<file path="config.mk">
export PLATFORM = sky130hd
export DESIGN_NAME = pbvc_top
export DESIGN_NICKNAME = d
export VERILOG_FILES = /design/src/design/pbvc_pkg.sv /design/src/design/pbvc_debounce.sv /design/src/design/pbvc_status_pin.sv /design/src/design/pbvc_top.sv
export SDC_FILE = /design/constraint.sdc
export NUM_CORES = 1
export LEC_CHECK = 0
export ABC_AREA = 1
export BUFFER_PORTS_ARGS = -buffer_cell sky130_fd_sc_hd__buf_2
export CAP_MARGIN = 20
export CORE_MARGIN = 4
export CORE_UTILIZATION = 44
export DETAILED_ROUTE_END_ITERATION = 8
export GPL_TIMING_DRIVEN = 0
export SETUP_SLACK_MARGIN = 0.3
export SYNTH_ARGS = -nofsm -noshare
export SYNTH_HDL_FRONTEND = slang
export SYNTH_SLANG_ARGS = --single-unit
</file>
<file path="constraint.sdc">
create_clock -name clk_i -period 5.1 [get_ports clk_i]
set_clock_uncertainty 0.2 [all_clocks]
set_input_delay 0.255 -clock clk_i [delete_from_list [all_inputs] [get_ports clk_i]]
set_output_delay 0.255 -clock clk_i [all_outputs]
set_load 0.05 [all_outputs]
</file>
<file path="src/design/pbvc_pkg.sv">
// Package for the push-button voice control front end.
// Assumes a single 40 MHz clock and synchronous button inputs.
// Overview of operation
// Standalone: held low passthrough request enables auxiliary feed-through path.
// Feed-through routes auxiliary input to speaker and auxiliary output with volume.
// SPI mode ignores passthrough pin; enable comes from route config bit six.
// One low pulse on play while idle starts playback.
// Playback ends by itself at the end of the message.
// Another play pulse during playback stops it.
// Play held low loops messages; looping stops when released.
// Recording begins on capture falling edge that then stays low.
// Recording stops as soon as capture input returns high.
// Erase happens only at first or last message; otherwise ignored.
// Short erase pulse deletes the current message.
// Erase held over three seconds erases every message.
// While powered down, skip moves pointer to the next message.
// Skip during playback stops, advances, then restarts playback.
// Status output is open drain: driven low or released.
// Standalone: status low during operations, released when powered down.
// SPI mode: status goes low as interrupt when a command completes.
// Interrupt holds until host clears it, then status returns high.
// Capture input debounced on its starting edge only.
// Passthrough, play, erase, skip debounced on both edges.
// Debounce and global-erase hold are clock counts from parameters.
// Standalone message placement handled internally; no user addresses.
`default_nettype none

package pbvc_pkg;

    localparam int unsigned CLK_HZ = 40_000_000;
    // Debounce interval in microseconds and global erase hold in milliseconds
    localparam int unsigned DEBOUNCE_INTERVAL_US = 20_000;
    localparam int unsigned GLOBAL_ERASE_MS = 3_000;
    localparam int unsigned DEBOUNCE_CYC = (CLK_HZ / 1_000_000) * DEBOUNCE_INTERVAL_US;
    localparam int unsigned GLOBAL_ERASE_CYC = (CLK_HZ / 1_000) * GLOBAL_ERASE_MS;
    localparam int unsigned CNT_W = 32;
    localparam int unsigned FEED_THROUGH_BIT = 6;
    localparam int unsigned ROUTE_CFG_W = 12;
    localparam int unsigned PTR_W = 8;
    localparam logic [PTR_W-1:0] PTR_RESET = 8'h00;

    typedef enum logic [2:0] {
        PBVC_IDLE = 3'b000,
        PBVC_PLAY = 3'b001,
        PBVC_REC = 3'b011,
        PBVC_ERASE = 3'b010,
        PBVC_SKIP = 3'b110,
        PBVC_GERASE = 3'b111
    } pbvc_state_e;

    typedef struct packed {
        logic passthrough;
        logic play;
        logic capture;
        logic erase;
        logic skip;
    } pbvc_buttons_s;

    typedef struct packed {
        logic play;
        logic record;
        logic erase_one;
        logic erase_all;
        logic advance;
    } pbvc_ops_s;

endpackage : pbvc_pkg

`default_nettype wire

</file>
<file path="src/design/pbvc_debounce.sv">
// Button debouncer for one active-low input.
// Assumes input synchronous to clk_i; both_edges selects end-edge filtering.
`default_nettype none

module pbvc_debounce #(
    parameter int unsigned CYCLES = pbvc_pkg::DEBOUNCE_CYC,
    parameter bit BOTH_EDGES = 1'b1
) (
    input wire logic clk_i,
    input wire logic rst_n_i,
    input wire logic button_n_i,
    output logic pressed_o
);

    logic [pbvc_pkg::CNT_W-1:0] count;
    logic pressed;
    logic differs;

    assign differs = (~button_n_i) != pressed;
    assign pressed_o = pressed;

    // stable-interval filter
    always_ff @(posedge clk_i or negedge rst_n_i) begin
        if (!rst_n_i) begin
            count <= '0;
            pressed <= 1'b0;
        end else if (!differs) begin
            count <= '0;
        end else if (pressed && !BOTH_EDGES) begin
            // Release taken at once when only the start edge is filtered
            pressed <= 1'b0;
            count <= '0;
        end else if (count >= CYCLES[pbvc_pkg::CNT_W-1:0] - 1'b1) begin
            pressed <= ~pressed;
            count <= '0;
        end else begin
            count <= count + 1'b1;
        end
    end

endmodule : pbvc_debounce

`default_nettype wire

</file>
<file path="src/design/pbvc_status_pin.sv">
// Open-drain ready/interrupt pin driver with sticky interrupt.
// Assumes the host clears the interrupt with a one-cycle pulse.
`default_nettype none

module pbvc_status_pin (
    input wire logic clk_i,
    input wire logic rst_n_i,
    input wire logic spi_mode_i,
    input wire logic busy_i,
    input wire logic cmd_done_i,
    input wire logic int_clear_i,
    output logic status_o,
    output logic status_oe_o,
    output logic int_pending_o
);

    logic int_pending;
    logic drive_low;

    // sticky interrupt, set wins over clear
    always_ff @(posedge clk_i or negedge rst_n_i) begin
        if (!rst_n_i) begin
            int_pending <= 1'b0;
        end else if (cmd_done_i && spi_mode_i) begin
            int_pending <= 1'b1;
        end else if (int_clear_i) begin
            int_pending <= 1'b0;
        end
    end

    // ready low while busy in standalone mode
    always_ff @(posedge clk_i or negedge rst_n_i) begin
        if (!rst_n_i) begin
            drive_low <= 1'b0;
        end else begin
            drive_low <= spi_mode_i ? (int_pending || (cmd_done_i && !int_clear_i) ||
                                       cmd_done_i) : busy_i;
        end
    end

    // only ever driven low
    assign status_o = 1'b0;
    assign status_oe_o = drive_low;
    assign int_pending_o = int_pending;

endmodule : pbvc_status_pin

`default_nettype wire

</file>
<file path="src/design/pbvc_top.sv">
// Push-button control front end: debounce, operation sequencing, status pin.
// Assumes synchronous buttons, message end, erase done and command done from the storage core.
`default_nettype none

module pbvc_top #(
    parameter int unsigned DEBOUNCE_CYCLES = pbvc_pkg::DEBOUNCE_CYC,
    parameter int unsigned GLOBAL_ERASE_CYCLES = pbvc_pkg::GLOBAL_ERASE_CYC
) (
    input wire logic clk_i,
    input wire logic rst_n_i,
    input wire logic spi_mode_i,
    input wire pbvc_pkg::pbvc_buttons_s buttons_n_i,
    input wire logic [pbvc_pkg::ROUTE_CFG_W-1:0] analog_route_config_i,
    input wire logic message_end_i,
    input wire logic erase_done_i,
    input wire logic cmd_done_i,
    input wire logic int_clear_i,
    input wire logic [pbvc_pkg::PTR_W-1:0] last_message_i,
    output logic feed_through_o,
    output logic auxiliary_output_o,
    output pbvc_pkg::pbvc_ops_s ops_o,
    output logic [pbvc_pkg::PTR_W-1:0] message_ptr_o,
    output logic status_o,
    output logic status_oe_o,
    output logic int_pending_o
);

    // ------------------------------------------------------------------
    // Debounce
    // ------------------------------------------------------------------
    pbvc_pkg::pbvc_buttons_s pressed;
    pbvc_pkg::pbvc_buttons_s pressed_d;
    pbvc_pkg::pbvc_buttons_s fall;
    pbvc_pkg::pbvc_buttons_s rise;

    genvar gi;
    generate
        for (gi = 0; gi < 5; gi++) begin : g_deb
            // capture filtered on start only
            pbvc_debounce #(
                .CYCLES(DEBOUNCE_CYCLES),
                .BOTH_EDGES(gi != 2)
            ) u_deb (
                .clk_i(clk_i),
                .rst_n_i(rst_n_i),
                .button_n_i(buttons_n_i[gi]),
                .pressed_o(pressed[gi])
            );
        end
    endgenerate

    always_ff @(posedge clk_i or negedge rst_n_i) begin
        if (!rst_n_i) begin
            pressed_d <= '0;
        end else begin
            pressed_d <= pressed;
        end
    end

    assign fall = pressed & ~pressed_d;
    assign rise = ~pressed & pressed_d;

    // ------------------------------------------------------------------
    // Feed-through
    // ------------------------------------------------------------------
    // pin in standalone, config bit in SPI
    always_ff @(posedge clk_i or negedge rst_n_i) begin
        if (!rst_n_i) begin
            feed_through_o <= 1'b0;
        end else if (spi_mode_i) begin
            feed_through_o <= analog_route_config_i[pbvc_pkg::FEED_THROUGH_BIT];
        end else begin
            feed_through_o <= pressed.passthrough;
        end
    end

    // auxiliary output carries feed-through or playback
    assign auxiliary_output_o = feed_through_o | ops_o.play;

    // ------------------------------------------------------------------
    // Sequencer
    // ------------------------------------------------------------------
    pbvc_pkg::pbvc_state_e state;
    pbvc_pkg::pbvc_state_e next_state;
    logic [pbvc_pkg::CNT_W-1:0] hold_count;
    logic [pbvc_pkg::PTR_W-1:0] ptr;
    logic [pbvc_pkg::PTR_W-1:0] next_ptr;
    logic at_edge_msg;
    logic play_held;
    logic standalone;
    logic skip_from_play;
    logic erase_seen;

    assign standalone = !spi_mode_i;
    // erase permitted only at first or last message
    assign at_edge_msg = (ptr == pbvc_pkg::PTR_RESET) || (ptr == last_message_i);

    // ------------------------------------------------------------------
    // Erase hold and loop request
    // ------------------------------------------------------------------
    // hold threshold counted in clocks
    always_ff @(posedge clk_i or negedge rst_n_i) begin
        if (!rst_n_i) begin
            hold_count <= '0;
        end else if (!pressed.erase) begin
            hold_count <= '0;
        end else if (hold_count != GLOBAL_ERASE_CYCLES[pbvc_pkg::CNT_W-1:0]) begin
            hold_count <= hold_count + 1'b1;
        end
    end

    // Play held past debounce counts as a loop request
    always_ff @(posedge clk_i or negedge rst_n_i) begin
        if (!rst_n_i) begin
            play_held <= 1'b0;
        end else begin
            play_held <= pressed.play && (state == pbvc_pkg::PBVC_PLAY);
        end
    end

    // Storage core may finish before the button is released
    always_ff @(posedge clk_i or negedge rst_n_i) begin
        if (!rst_n_i) begin
            erase_seen <= 1'b0;
        end else if (state != pbvc_pkg::PBVC_GERASE) begin
            erase_seen <= 1'b0;
        end else if (erase_done_i) begin
            erase_seen <= 1'b1;
        end
    end

    // ------------------------------------------------------------------
    // Next-state logic
    // ------------------------------------------------------------------
    always_comb begin
        next_state = state;
        next_ptr = ptr;
        case (state)
            pbvc_pkg::PBVC_IDLE: begin
                if (standalone) begin
                    if (fall.capture) begin
                        // start recording on falling edge
                        next_state = pbvc_pkg::PBVC_REC;
                    end else if (fall.play) begin
                        // pulse from idle starts playback
                        next_state = pbvc_pkg::PBVC_PLAY;
                    end else if (rise.erase && at_edge_msg) begin
                        // short pulse deletes current message
                        next_state = pbvc_pkg::PBVC_ERASE;
                    end else if (pressed.erase && at_edge_msg &&
                                 hold_count == GLOBAL_ERASE_CYCLES[pbvc_pkg::CNT_W-1:0]) begin
                        // long hold erases everything
                        next_state = pbvc_pkg::PBVC_GERASE;
                    end else if (fall.skip) begin
                        // advance pointer while powered down
                        next_state = pbvc_pkg::PBVC_SKIP;
                    end
                end
            end
            pbvc_pkg::PBVC_PLAY: begin
                if (fall.skip) begin
                    // stop, advance, restart
                    next_state = pbvc_pkg::PBVC_SKIP;
                end else if (fall.play) begin
                    // second pulse stops playback
                    next_state = pbvc_pkg::PBVC_IDLE;
                end else if (message_end_i) begin
                    // loop on held play, else stop at end
                    if (play_held) begin
                        next_ptr = (ptr == last_message_i) ? pbvc_pkg::PTR_RESET
                                                           : ptr + 1'b1;
                    end else begin
                        // automatic stop at message end
                        next_state = pbvc_pkg::PBVC_IDLE;
                    end
                end
            end
            pbvc_pkg::PBVC_REC: begin
                // stop once capture released
                if (!pressed.capture) begin
                    next_state = pbvc_pkg::PBVC_IDLE;
                    next_ptr = last_message_i + 1'b1;
                end
            end
            pbvc_pkg::PBVC_ERASE: begin
                if (erase_done_i) begin
                    next_state = pbvc_pkg::PBVC_IDLE;
                    next_ptr = (ptr == pbvc_pkg::PTR_RESET) ? ptr : ptr - 1'b1;
                end
            end
            pbvc_pkg::PBVC_GERASE: begin
                if ((erase_done_i || erase_seen) && !pressed.erase) begin
                    next_state = pbvc_pkg::PBVC_IDLE;
                    next_ptr = pbvc_pkg::PTR_RESET;
                end
            end
            pbvc_pkg::PBVC_SKIP: begin
                // pointer wraps internally
                next_ptr = (ptr == last_message_i) ? pbvc_pkg::PTR_RESET : ptr + 1'b1;
                // restart only if skip came from playback
                next_state = skip_from_play ? pbvc_pkg::PBVC_PLAY : pbvc_pkg::PBVC_IDLE;
            end
            default: begin
                next_state = pbvc_pkg::PBVC_IDLE;
            end
        endcase
    end

    // ------------------------------------------------------------------
    // State and pointer registers
    // ------------------------------------------------------------------
    // remembers whether a skip resumes playback
    always_ff @(posedge clk_i or negedge rst_n_i) begin
        if (!rst_n_i) begin
            skip_from_play <= 1'b0;
        end else if (state == pbvc_pkg::PBVC_PLAY) begin
            skip_from_play <= 1'b1;
        end else if (state == pbvc_pkg::PBVC_IDLE) begin
            skip_from_play <= 1'b0;
        end
    end

    always_ff @(posedge clk_i or negedge rst_n_i) begin
        if (!rst_n_i) begin
            state <= pbvc_pkg::PBVC_IDLE;
        end else begin
            state <= next_state;
        end
    end

    always_ff @(posedge clk_i or negedge rst_n_i) begin
        if (!rst_n_i) begin
            ptr <= pbvc_pkg::PTR_RESET;
        end else begin
            ptr <= next_ptr;
        end
    end

    // ------------------------------------------------------------------
    // Outputs
    // ------------------------------------------------------------------
    always_ff @(posedge clk_i or negedge rst_n_i) begin
        if (!rst_n_i) begin
            ops_o <= '0;
        end else begin
            ops_o.play <= (next_state == pbvc_pkg::PBVC_PLAY);
            ops_o.record <= (next_state == pbvc_pkg::PBVC_REC);
            ops_o.erase_one <= (next_state == pbvc_pkg::PBVC_ERASE);
            ops_o.erase_all <= (next_state == pbvc_pkg::PBVC_GERASE);
            ops_o.advance <= (next_state == pbvc_pkg::PBVC_SKIP);
        end
    end

    assign message_ptr_o = ptr;

    // ------------------------------------------------------------------
    // Ready and interrupt pin
    // ------------------------------------------------------------------
    // ready and interrupt pin
    pbvc_status_pin u_status (
        .clk_i(clk_i),
        .rst_n_i(rst_n_i),
        .spi_mode_i(spi_mode_i),
        .busy_i(state != pbvc_pkg::PBVC_IDLE),
        .cmd_done_i(cmd_done_i),
        .int_clear_i(int_clear_i),
        .status_o(status_o),
        .status_oe_o(status_oe_o),
        .int_pending_o(int_pending_o)
    );

endmodule : pbvc_top

`default_nettype wire

</file>
-- Word-level counts from Yosys, hierarchy flattened
Index checks and enable logic that the tools add are counted.
W data, S select, Z words.
- RAM bits: 0
- memory bits (read-only): 0
- bits in latches: 0
- bits in registers: 223
- memories: 0
- logic and storage cells: 158
- div/mod/pow operators: 0
- muxes and demuxes: 48
- magnitude comparators: 5
- bitwise operators: 15
- reductions and logical operators: 25
- eq/ne operators: 28
- shifts and indexed selects: 0
- add/subtract/negate cells: 9
- multiply operators: 0
- operator list (kind ; count):
    $mux W32 ; 13
    $add A32 B1 Y32 const B ; 6
    $ge A32 B20 Y1 const B ; 5
    $mux W8 ; 9
    $pmux W8 S5 ; 1
    $mux W3 ; 13
    $eq A32 B27 Y1 const B ; 1
    $ne A32 B27 Y1 const B ; 1
    $ne A2 B2 Y1 const B ; 9
    $pmux W3 S6 ; 1
    $add A8 B1 Y8 const B ; 2
    $eq A3 B2 Y1 const B ; 4
    $eq A3 B3 Y1 const B ; 4
    $mux W1 ; 11
    $not A1 Y1 ; 10
    $reduce_and A9 Y1 ; 1
    $eq A8 B8 Y1 ; 1
    $logic_not A8 Y1 ; 1
    $reduce_and A2 Y1 ; 4
    $sub A8 B1 Y8 const B ; 1
    $logic_and A1 B1 Y1 ; 7
    $eq A3 B1 Y1 const B ; 2
    $reduce_bool A2 Y1 ; 3
    $ne A1 B1 Y1 ; 5
    11 further kinds ; 15

-- Logic depth before layout (Yosys ltp)
Gate-level depths: netlist of run 1.
- depth in word-level cells: 11
- gate-level depth with buffers: 17

-- By module
From an unflattened synthesis of run 1, not the netlist that was laid out.
- cell total of the unflattened synthesis: 1358
- area, all modules: 11279.6 µm²
- modules (own cells, without submodules) (module ; cells an instance ; area an instance (µm²) ; sequential area each (µm²) ; times used):
    pbvc_debounce (g_deb[0].u_deb ...) ; 172 ; 1560.2 ; 825.8 ; 4
    pbvc_top ; 494 ; 3480.8 ; 1401.3 ; 1
    pbvc_debounce (g_deb[2].u_deb) ; 163 ; 1461.4 ; 825.8 ; 1
    pbvc_status_pin ; 13 ; 96.3 ; 50.0 ; 1

-- Worst setup path before layout of run 1
Ideal clock, no wire load.
- path type: register to register
- from: register ptr, in the netlist message_ptr_o[3]
- to: register ptr, in the netlist message_ptr_o[7]
- data arrival time: 1.781 ns
- clock period less this slack: 2.063 ns
- cell stages (with the launch flop): 8
- slack: 3.037 ns
- required time: 4.818 ns
- cells stage by stage: dfrtp_1 -> buf_2 -> nand4_1 -> or2_2 -> nor3_1 -> xor2_1 -> nand2_1 -> a31oi_1
- word-level cells in the longest chain between the ends: 7
- elaborated cells on any way between the ends: 14
- those cells by class: add/sub (2); eq/ne (2); mux (8); reduce/logical (2)
- ends and longest elaborated chain (what ; RTL line ; text):
    from (decl) ; pbvc_top.sv:86 ; logic [pbvc_pkg::PTR_W-1:0] ptr;
    from (signal assigned) ; pbvc_top.sv:233 ; ptr <= pbvc_pkg::PTR_RESET;
    from (signal assigned) ; pbvc_top.sv:235 ; ptr <= next_ptr;
    $add A8 B1 Y8 or $eq A8 B8 Y1 (tied branches) ; pbvc_top.sv:171, pbvc_top.sv:199, pbvc_top.sv:170 ;
    $mux W8 ; pbvc_top.sv:170, pbvc_top.sv:199 ;
    $mux W8 ; pbvc_top.sv:169 ; if (play_held) begin
    $mux W8 ; pbvc_top.sv:167 ; end else if (message_end_i) begin
    $mux W8 ; pbvc_top.sv:164 ; end else if (fall.play) begin
    $mux W8 ; pbvc_top.sv:161 ; if (fall.skip) begin
    $pmux W8 S5 ; pbvc_top.sv:138 ; case (state)
Parallel ways exist; a longest one is shown, timed or not. The select of a mux whose other input is x is not followed.
A chain may end at the register's enable or synchronous reset.

-- Final worst setup path of run 1
- from: register hold_count[0] in the netlist's numbering
- to: register hold_count[28] in the netlist's numbering
- word-level cells in the longest chain between the ends: 3
- elaborated cells on any way between the ends: 5
- those cells by class: add/sub (1); eq/ne (2); mux (2)
- ends and longest elaborated chain (what ; RTL line ; text):
    from (decl) ; pbvc_top.sv:85 ; logic [pbvc_pkg::CNT_W-1:0] hold_count;
    from (signal assigned) ; pbvc_top.sv:108 ; hold_count <= hold_count + 1'b1;
    $add A32 B1 Y32 ; pbvc_top.sv:108 ;
    $mux W32 ; pbvc_top.sv:107 ; end else if (hold_count != GLOBAL_ERASE_CYCLES[pbvc_pkg::CNT_W-1:0]) begin
    $mux W32 ; pbvc_top.sv:105 ; end else if (!pressed.erase) begin
Parallel ways exist; a longest one is shown, timed or not. The select of a mux whose other input is x is not followed.

==> flow_summary.toml, run 1 <==
[power]
leakage_uw = 0.005434
powerDensity_mw_per_mm2 = 368.9
finalPower_uw = 4520
ir_worst_vdd_mv = 0.2859

[setup_path]
worstSetupEndpointType = "flop"
crit_chain = "ha_1 -> nand2_2 -> nor2_4 -> nand2_2 -> nor3_4 -> nand3_2 -> nor2_4 -> nand2_2 -> nor2_1 -> o21ai_0 -> a21oi_1"
worst-setup-path-type = "reg -> reg"
critPathBufInv = 0
endpoint = "hold_count[28]"
cp_slowest_stage_delay_ns = 0.41
cp_common_cell = "nand2_2"
cp_max_fo = 7
r2r-end = "hold_count[28]"
cp_num_cells = 11
worst_ep_required_time_ns = 5.33
cpMaxStageDelayCell = "dfrtp_1"
critical_path.startpoint_type = "flop"
crit_start = "hold_count[0]"
r2r_cells = 11
cp.arrival_ns = 2.49
worstReg2RegStart = "hold_count[0]"
critical_path.top_delay_family = "simple AND/OR/NAND/NOR gates"
regToRegSetupSlack_ns = 2.83

[sta]
max_slew_margin = 0.4518
max_freq_ghz = 0.4411
finalSetupTns_ns = 0
report.final.slew_viol_count = 0
holdWs_ns = 0.05218
fin_crit_ns = 2.267
setup_viol = 0
hold_viol = 0
grt_setup_unrepaired = "false"
min_period_over_period = 0.4445
worstMarginPinSlew_ns = 0.8223

[placed_design]
dpl.hpwl_mm = 13.75
place_area_mm2 = 0.01121
gp_congestion = 0.7990
io_buffer_count = 37

[final_layout]
layout_common_cells = "dfrtp_1, nor2_1, nand2_1"
layout_commonest_cell = "dfrtp_1"
fin_util = 0.5346
num-fill-cells = 2117
fin_area_mm2 = 0.01225
syn_to_final_growth_pct = 18.10
nets = 1352
drive_gt1_frac = 0.1131

[job]
maxCapViolCount = 0

[synthesis]
yosys_warnings = 0
ys_seq_area_frac = 0.5379
netlist_area_mm2 = 0.01037
synth.avg_cell_area_um2 = 8.889
syn_inst = 1167
yosys_register_bits = 223
synth-async-reset-ratio = 1.000
synth_edf_count = 0
synth_cell_types = 49
synth-main-ff-cell = "dfrtp_1"

[floorplanning]
die_w_um = 161.5
fp.dieH_um = 161.5
start_util = 0.4527
num_io_pins = 50
rows = 55
coreArea_mm2 = 0.02292
die_area_mm2 = 0.02610

[outcome]
status = "finished clean"

[clock_tree]
postCtsSetupBuffers = 0
clk_pin_slew_ns = 0.06
cts_root_buffer = "clkbuf_16"
clock_latency_ns = 0.51
clock-sinks = 223
htreeDepth = 1
cts_tree = "done"
max-clock-path-buffers = 3
numCtsBuffers = 25

[routing]
vias = 7692
drc = 0
ant_nets = 0
route.final.wire_length_mm = 19.44
viasPerCell = 4.690
drtIter0Drc = 372
dr.pass1.iters = 5
detail_route.wl_per_cell_um = 11.85

[global_routing]
grt_overflow_total = 0
grt_max_degree = 114
grt_usage = 0.1527
grt_pass1_vias = 7657
antenna_found_initial = 2
grt_pass1_wl_mm = 34.14

[worst_hold_path]
hp-class = "in -> reg"
[metrics by stage]
step | cells | worst slack (ns)
final | 1640 | 2.833
after detailed placement | 1578 | 2.821
after floorplan | 1227 | 3.037
after global routing | 1640 | 2.539
after global placement | 1577 | -0.3653
after CTS | 1639 | 2.806
[cell families after synthesis]
kind of cell             share of synthesized area
adder cells (fa/ha/maj)                    0.01327
XOR/XNOR                                   0.06754
flip-flops                                  0.5379
other                                    0.0003615
AO/OA/AOI/OAI                              0.07140
AND/OR/NAND/NOR                             0.2492
buffers and inverters                      0.06031
[cell usage after synthesis, drive strengths merged (4+ instances only)]
master,count,area [µm²]
dfrtp,223,5580
nor2,210,840.8
nand2,196,755.7
inv,137,514.3
o21ai,54,270.3
xor2,54,473.0
nor3,52,329.1
nand3,51,270.3
a21oi,40,204.0
xnor2,26,227.7
nor4,22,156.4
nand4,18,118.9
buf,15,83.83
ha,11,137.6
a31oi,8,50.05
and3,6,37.54
nor3b,6,50.05
clkbuf,5,22.52
o211ai,4,30.03
o21a,4,30.03
o31ai,4,30.03
[worst min-delay path, cell delays in order]
cell	delay, ns
buf_2	0.14
nand3_1	0.08
nand2_1	0.06
o22ai_1	0.06
inv_1	0.05
a31oi_1	0.07
[metal layers]
metal | GRT usage | share of wire | wire length, µm
met3 | 0.02603 | 0.036 | 692
met4 | 0.03567 | 0.019 | 378
met2 | 0.2650 | 0.46 | 9003
met1 | 0.2011 | 0.48 | 9358
met5 | 0 | 0.00036 | 7
[worst min-delay path by stage]
stage,endpoint,cells past startpoint,startpoint
after floorplan,erase_seen,0,rst_n_i
after global placement,pressed_d[3],0,g_deb[3].u_deb.pressed_o
after detailed placement,g_deb[4].u_deb.count[7],1,rst_n_i
after CTS,message_ptr_o[7],6,last_message_i[6]
after global routing,message_ptr_o[7],6,last_message_i[6]
final,message_ptr_o[7],6,last_message_i[6]
[layout make-up]
cell class              instances  area (µm²)  area share
flip-flops and latches        223        5580      0.4555
multi-input cells             846        4393      0.3586
clock buffers                  38       754.5     0.06158
inverters                     138       519.2     0.04238
repair buffers                 55       392.9     0.03207
well taps                     313       391.6     0.03196
clock inverters                 6       111.4    0.009089
plain buffers                  20       106.4    0.008681
diodes                          1       2.502   0.0002042
[report_power, final]
part	internal (µW)	total, µW	leakage [µW]	switching [µW]
Combinational	229	752	0.00209	523
Clock	1170	1850	0.000422	682
Sequential	1860	1920	0.00293	65.2
[flip-flops by register name (all words and copies together) (netlist names), 3 cells and up]
register,flops
g_deb.u_deb.count,160
hold_count,32
message_ptr_o,8
g_deb.u_deb.pressed_o,5
ops_o,5
pressed_d,4
state,3
[what timing repair did]
item	in CTS	in global routing
gates resized for setup	0	0
hold endpoints to repair	122	0
hold buffers	17	0
Power figures use the tool's default switching activity.
==> run 2: changes to the inputs <==
- clock period: 5.1 -> 2.29 ns (I/O delays scaled with it)
==> run 2 against run 1 <==
  * Sequential power increased by 120%
  * Worst setup slack got worse by 2.6 ns
  * Non-clock buffer count increased by 98
  * Critical path type unchanged
  * Largest cell class unchanged
  * Largest power group unchanged
==> flow_summary.toml, run 2 (same netlist as run 1, synthesis figures left out) <==
[outcome]
status = "finished clean"

[sta]
min_period_over_period = 0.9095
setup_viol = 0
grt_setup_unrepaired = "true"
max_slew_margin = 0.5380
report.final.slew_viol_count = 0
worstMarginPinSlew_ns = 0.6867
finalSetupTns_ns = 0
holdWs_ns = 0.1395
max_freq_ghz = 0.4801
fin_crit_ns = 2.083
hold_viol = 0
setup_ws_ns = 0.2073

[placed_design]
gp_congestion = 0.8278
io_buffer_count = 37
place_area_mm2 = 0.01125
dpl.hpwl_mm = 13.71
place_ws_ns = 0.0006430

[routing]
detail_route.wl_per_cell_um = 12.70
dr.pass1.iters = 5
wl_met1_mm = 10.21
vias = 8291
ant_nets = 0
dr.max_layer_used = "met5"
route.final.wire_length_mm = 22.12
wl_met2_mm = 10.61
drtIter0Drc = 341
drc = 0
met3_length_um = 897
viasPerCell = 4.762

[floorplanning]
die_area_mm2 = 0.02610
coreArea_mm2 = 0.02292
rows = 55
num_io_pins = 50
die_w_um = 161.5
fp.dieH_um = 161.5
start_util = 0.4527

[power]
seq_power_share = 0.421
combPwrFrac = 0.190
leakage_uw = 0.006170
powerDensity_mw_per_mm2 = 725.5
internal_power_uw = 7217
power.switching_uw = 2996
switching_share = 0.2933
clockPowerShare = 0.389
ir_worst_vdd_mv = 0.5869

[setup_path]
critical_path.startpoint_type = "flop"
worst-setup-path-type = "reg -> reg"
worstSetupEndpointType = "flop"
cp_max_fo = 4
worst_ep_required_time_ns = 2.51
cp.arrival_ns = 2.30

[global_routing]
grt_pass1_wl_mm = 37.04
grt_usage = 0.1661
grt_overflow_total = 0
antenna_found_initial = 4
grt_max_degree = 92
grt_pass1_vias = 8114

[final_layout]
syn_to_final_growth_pct = 35.70
largest-register = "g_deb.u_deb.count"
ff_latch_area_mm2 = 0.005597
nets = 1450
largest_reg_flops = 160
fin_area_mm2 = 0.01408
layout_commonest_cell = "dfrtp_1"
drive_gt1_frac = 0.3198
multi_input_area_mm2 = 0.005253
layout_common_cells = "dfrtp_1, nand2_1, inv_1"
num-fill-cells = 1917

[clock_tree]
cts_root_buffer = "clkbuf_16"
clock_latency_ns = 0.52
max-clock-path-buffers = 3
clk_pin_slew_ns = 0.06
htreeDepth = 1
clock-sinks = 223
numCtsBuffers = 25
cts_tree = "done"

[worst_hold_path]
hp-class = "in -> reg"

[job]
maxCapViolCount = 0
run 2: area by class of cell:
cell class	count	share of cell area
diodes	2	0.0003555
plain buffers	20	0.01431
clock buffers	36	0.05093
clock inverters	10	0.008088
inverters	138	0.03751
multi-input cells	846	0.3731
flip-flops and latches	223	0.3976
well taps	313	0.02782
repair buffers	153	0.09030
run 2: power by group through the flow:
| stage | logic (µW) | registers [µW] | clock network (µW) |
|---|---|---|---|
| 2_1_floorplan | 908 | 4640 | 0 |
| 3_3_place_gp | 1630 | 4360 | 0 |
| 3_5_place_dp | 1650 | 4360 | 0 |
| 4_1_cts | 1820 | 4300 | 4100 |
| 5_1_grt | 2150 | 4320 | 4300 |
| 6_report | 1940 | 4300 | 3970 |
run 2: final timing paths:
check	startpoint	end	slack, ns	cells after the start
worst min register to register	g_deb[2].u_deb.pressed_o	pressed_d[2]	0.22	0
min in group asynchronous	rst_n_i	g_deb[1].u_deb.count[23]	0.44	3
worst max register to register	hold_count[0]	hold_count[26]	0.21	11
worst min-delay path	buttons_n_i[1]	g_deb[1].u_deb.pressed_o	0.14	3
worst max-delay path	hold_count[0]	hold_count[26]	0.21	11
max in group asynchronous	rst_n_i	state[2]	0.65	4
run 2: timing repair:
| action | CTS | global route |
|---|---|---|
| gates cloned | 4 | 6 |
| hold buffers | 26 | 0 |
| hold endpoints to repair | 348 | 0 |
| pin swaps | 46 | 82 |
| endpoints found under the setup margin | 122 | 136 |
| resized for setup | 111 | 217 |
| buffers inserted | 39 | 40 |
run 2: worst max-delay path, cell delays in order (launching register included):
cell     delay, ns
dfrtp_1       0.40
ha_2          0.20
nand2_2       0.07
nor2_4        0.13
nand2_2       0.09
nor3_4        0.15
nand3_2       0.12
nor2_4        0.18
nand3_4       0.15
inv_4         0.10
a21oi_2       0.05
nor3_1        0.15
run 2: through the flow:
stage / cells / power, µW / utilization
floorplan: 1227 / 5544 / -
global placement: 1577 / 5992 / 0.4881
detailed placement: 1579 / 6010 / 0.4909
CTS: 1694 / 10210 / 0.5681
global route: 1741 / 10770 / 0.6143
finish: 1741 / 10210 / 0.6143
run 2: layer usage:
layer,GRT usage,up-vias
met5,0,-
met1,0.2233,3949
li1,-,4193
met3,0.03088,39
met4,0.03877,4
met2,0.2814,106
==> run 3: changes to the inputs <==
- CORE_MARGIN: 4 -> not set
- SYNTH_HIERARCHICAL: not set -> 1
==> run 3 against run 2 <==
  * The flow now finishes with violations (hold timing)
  * Total power grew 4.1%
  * Synthesized cell count grew 16%
  * Critical endpoint is now hold_count[28]
  * Largest cell class unchanged
  * Final area shrank 2.6%
  * Critical path depth grew 1
  * Sequential share of layout area grew 1.0 points
  * Critical path type unchanged
==> flow_summary.toml, run 3 <==
[clock_tree]
clock_latency_ns = 0.52
clock-sinks = 223
htreeDepth = 1
cts_root_buffer = "clkbuf_16"
numCtsBuffers = 26
clk_pin_slew_ns = 0.06
max-clock-path-buffers = 3
postCtsHoldBufs = 23
cts_tree = "done"

[synthesis]
synth_cell_types = 42
synth_top_area_frac = 0.4947
yosys_warnings = 6
synth.avg_cell_area_um2 = 8.306
synth_most_common_cell = "nand2_1"
synth_area_leader_cell = "dfrtp_1"
syn_inst = 1358
yosys_register_bits = 223
synth-main-ff-cell = "dfrtp_1"
synth_edf_count = 0
synth_common_cells = "nand2_1, nor2_1, dfrtp_1, inv_1, nor2_2"
ys_seq_area_frac = 0.4947
synth.area.top_cells = "dfrtp_1, nand2_1, nor2_1, nor2_2, inv_1"
synth-async-reset-ratio = 1.000
netlist_area_mm2 = 0.01128

[floorplanning]
die_area_mm2 = 0.02628
start_util = 0.4479
fp.dieH_um = 162.1
num_io_pins = 50
rows = 58
die_w_um = 162.1
coreArea_mm2 = 0.02518

[global_routing]
antenna_found_initial = 0
grt_usage = 0.1800
grt_pass1_vias = 8767
grt_overflow_total = 0
grt_max_degree = 95
grt_pass1_wl_mm = 39.27

[power]
ir_worst_vdd_mv = 0.6118
powerDensity_mw_per_mm2 = 775.5
leakage_uw = 0.005926

[worst_hold_path]
hp-class = "in -> async"

[sta]
min_period_over_period = 0.9058
holdWs_ns = -0.1175
max_slew_margin = 0.5909
hold_viol = 55
worstMarginPinSlew_ns = 0.6137
max_freq_ghz = 0.4821
report.final.slew_viol_count = 0
grt_setup_unrepaired = "true"
setup_viol = 0
fin_crit_ns = 2.074

[setup_path]
worstSetupEndpointType = "flop"
r2r-end = "hold_count[28]"
worst-setup-path-type = "reg -> reg"
cp_max_fo = 4
cp_slowest_stage_delay_ns = 0.38
critical_path.top_delay_family = "simple AND/OR/NAND/NOR gates"
critical_path.startpoint_type = "flop"
worst_ep_required_time_ns = 2.54
crit_chain = "buf_4 -> ha_4 -> nand2_4 -> nor3_4 -> inv_2 -> nor2_4 -> nand2_2 -> nor2_4 -> nand3_4 -> nor2_4 -> nand3_1 -> a21oi_1"
cpMaxStageDelayCell = "dfrtp_2"
worstReg2RegStart = "hold_count[0]"
r2r_cells = 12
cp.arrival_ns = 2.32
cp_common_cell = "nor2_4"
regToRegSetupSlack_ns = 0.22
critPathBufInv = 2

[routing]
viasPerCell = 4.728
vias = 8875
detail_route.wl_per_cell_um = 12.10
ant_nets = 0
drc = 0
dr.pass1.iters = 4
route.final.wire_length_mm = 22.71
drtIter0Drc = 515

[final_layout]
layout_commonest_cell = "nand2_1"
fin_util = 0.5446
ff_latch_area_mm2 = 0.005593
instances_no_fill = 1877
n_antenna_cell = 0
drive_gt1_frac = 0.2191
largest_reg_flops = 160
layout_common_cells = "nand2_1, nor2_1, dfrtp_1"
multi_input_area_mm2 = 0.005384
nets = 1570
largest-register = "g_deb.u_deb/count"
syn_to_final_growth_pct = 21.59
num-fill-cells = 2312

[job]
maxCapViolCount = 0

[placed_design]
io_buffer_count = 37
dpl.cell_count = 1782
gp_congestion = 0.8436
dpl.hpwl_mm = 15.32

[outcome]
status = "finished, violations left"
violations = "hold timing"
-- run 3: cell count changes after synthesis, moves of 6 or more --
cell | previous run | this run
buf_2 | 13 | 6
nand3_1 | 48 | 55
and3_1 | 6 | 0
nor2_1 | 197 | 224
nor3_1 | 42 | 35
a31oi_1 | 8 | 2
buf_6 | 1 | 10
nand2_2 | 8 | 31
xnor2_1 | 26 | 36
inv_2 | 10 | 23
nor4_1 | 19 | 4
nor2_2 | 9 | 94
nand2_1 | 188 | 264
-- run 3: power breakdown --
group	switching, µW	total, µW	internal, µW
Combinational	1330	1930	599
Sequential	188	4340	4160
Clock	1600	4360	2760
Total	3120	10600	7520
-- run 3: timing repair --
| action | CTS | global route |
|---|---|---|
| setup endpoints to repair | 16 | 61 |
| endpoints found under the hold margin | 273 | 55 |
| gates resized for setup | 15 | 50 |
| cloned | 0 | 1 |
| pin swaps | 8 | 20 |
| setup buffers | 9 | 14 |
-- run 3: layer usage --
metal  track usage  routed length (µm)  part of all wire  vias up
met3       0.02426                 736             0.032       36
met1        0.2408               10710              0.47     4159
met4       0.04631                 500             0.022        0
met5             0                   0                 0        -
met2        0.3069               10760              0.47      145
li1              -                   -                 -     4535
-- run 3: final cells by class --
cell class | instances | area share
flip-flops and latches | 223 | 0.4078
multi-input cells | 1022 | 0.3926
clock buffers | 38 | 0.05885
repair buffers | 86 | 0.04872
inverters | 149 | 0.04096
well taps | 330 | 0.03011
plain buffers | 19 | 0.01186
clock inverters | 10 | 0.009123
-- run 3: worst max-delay path by stage --
| stage | slack [ns] | depth (start not counted) | endpoint | from |
|---|---|---|---|---|
| after floorplan | 0.31 | 9 | message_ptr_o[7] | message_ptr_o[2] |
| after global placement | -3.43 | 1 | message_ptr_o[3] | rst_n_i |
| after detailed placement | 0.18 | 12 | hold_count[30] | hold_count[0] |
| after CTS | 0.24 | 11 | hold_count[28] | hold_count[0] |
| after global routing | 0.06 | 17 | ops_o[2] | hold_count[1] |
| final | 0.22 | 12 | hold_count[28] | hold_count[0] |
-- run 3: worst reg2reg max path, delay by kind of cell, from the launching register on --
| kind | cells | cell delay (ns) |
|---|---|---|
| flip-flops | 1 | 0.38 |
| AO/OA/AOI/OAI | 1 | 0.14 |
| adder cells (fa/ha/maj) | 1 | 0.14 |
| buffers and inverters | 2 | 0.19 |
| AND/OR/NAND/NOR | 8 | 0.96 |
-- run 3: through the flow --
| step | setup TNS, ns | total power [µW] | area, µm² | setup WS [ns] |
|---|---|---|---|---|
| 6_report | 0 | 10640 | 13710 | 0.2157 |
| 3_3_place_gp | -675.68 | 6100 | 12090 | -3.432 |
| 3_5_place_dp | 0 | 6120 | 12150 | 0.1782 |
| 2_1_floorplan | 0 | 5609 | 11490 | 0.3065 |
| 5_1_grt | 0 | 11140 | 13710 | 0.05955 |
| 4_1_cts | 0 | 10670 | 13420 | 0.2440 |
-- run 3: cell families (layout without fill, tap and decap cells) --
family	Yosys count	in the layout	share of synthesized area
buf+inv	168	302	0.06356
xor+xnor	86	86	0.06678
flops	223	223	0.4947
fa+ha+maj	11	11	0.01220
compound gates	112	112	0.05491
mux	1	1	0.0009983
other cells	6	61	0.001997
simple gates	751	751	0.3048
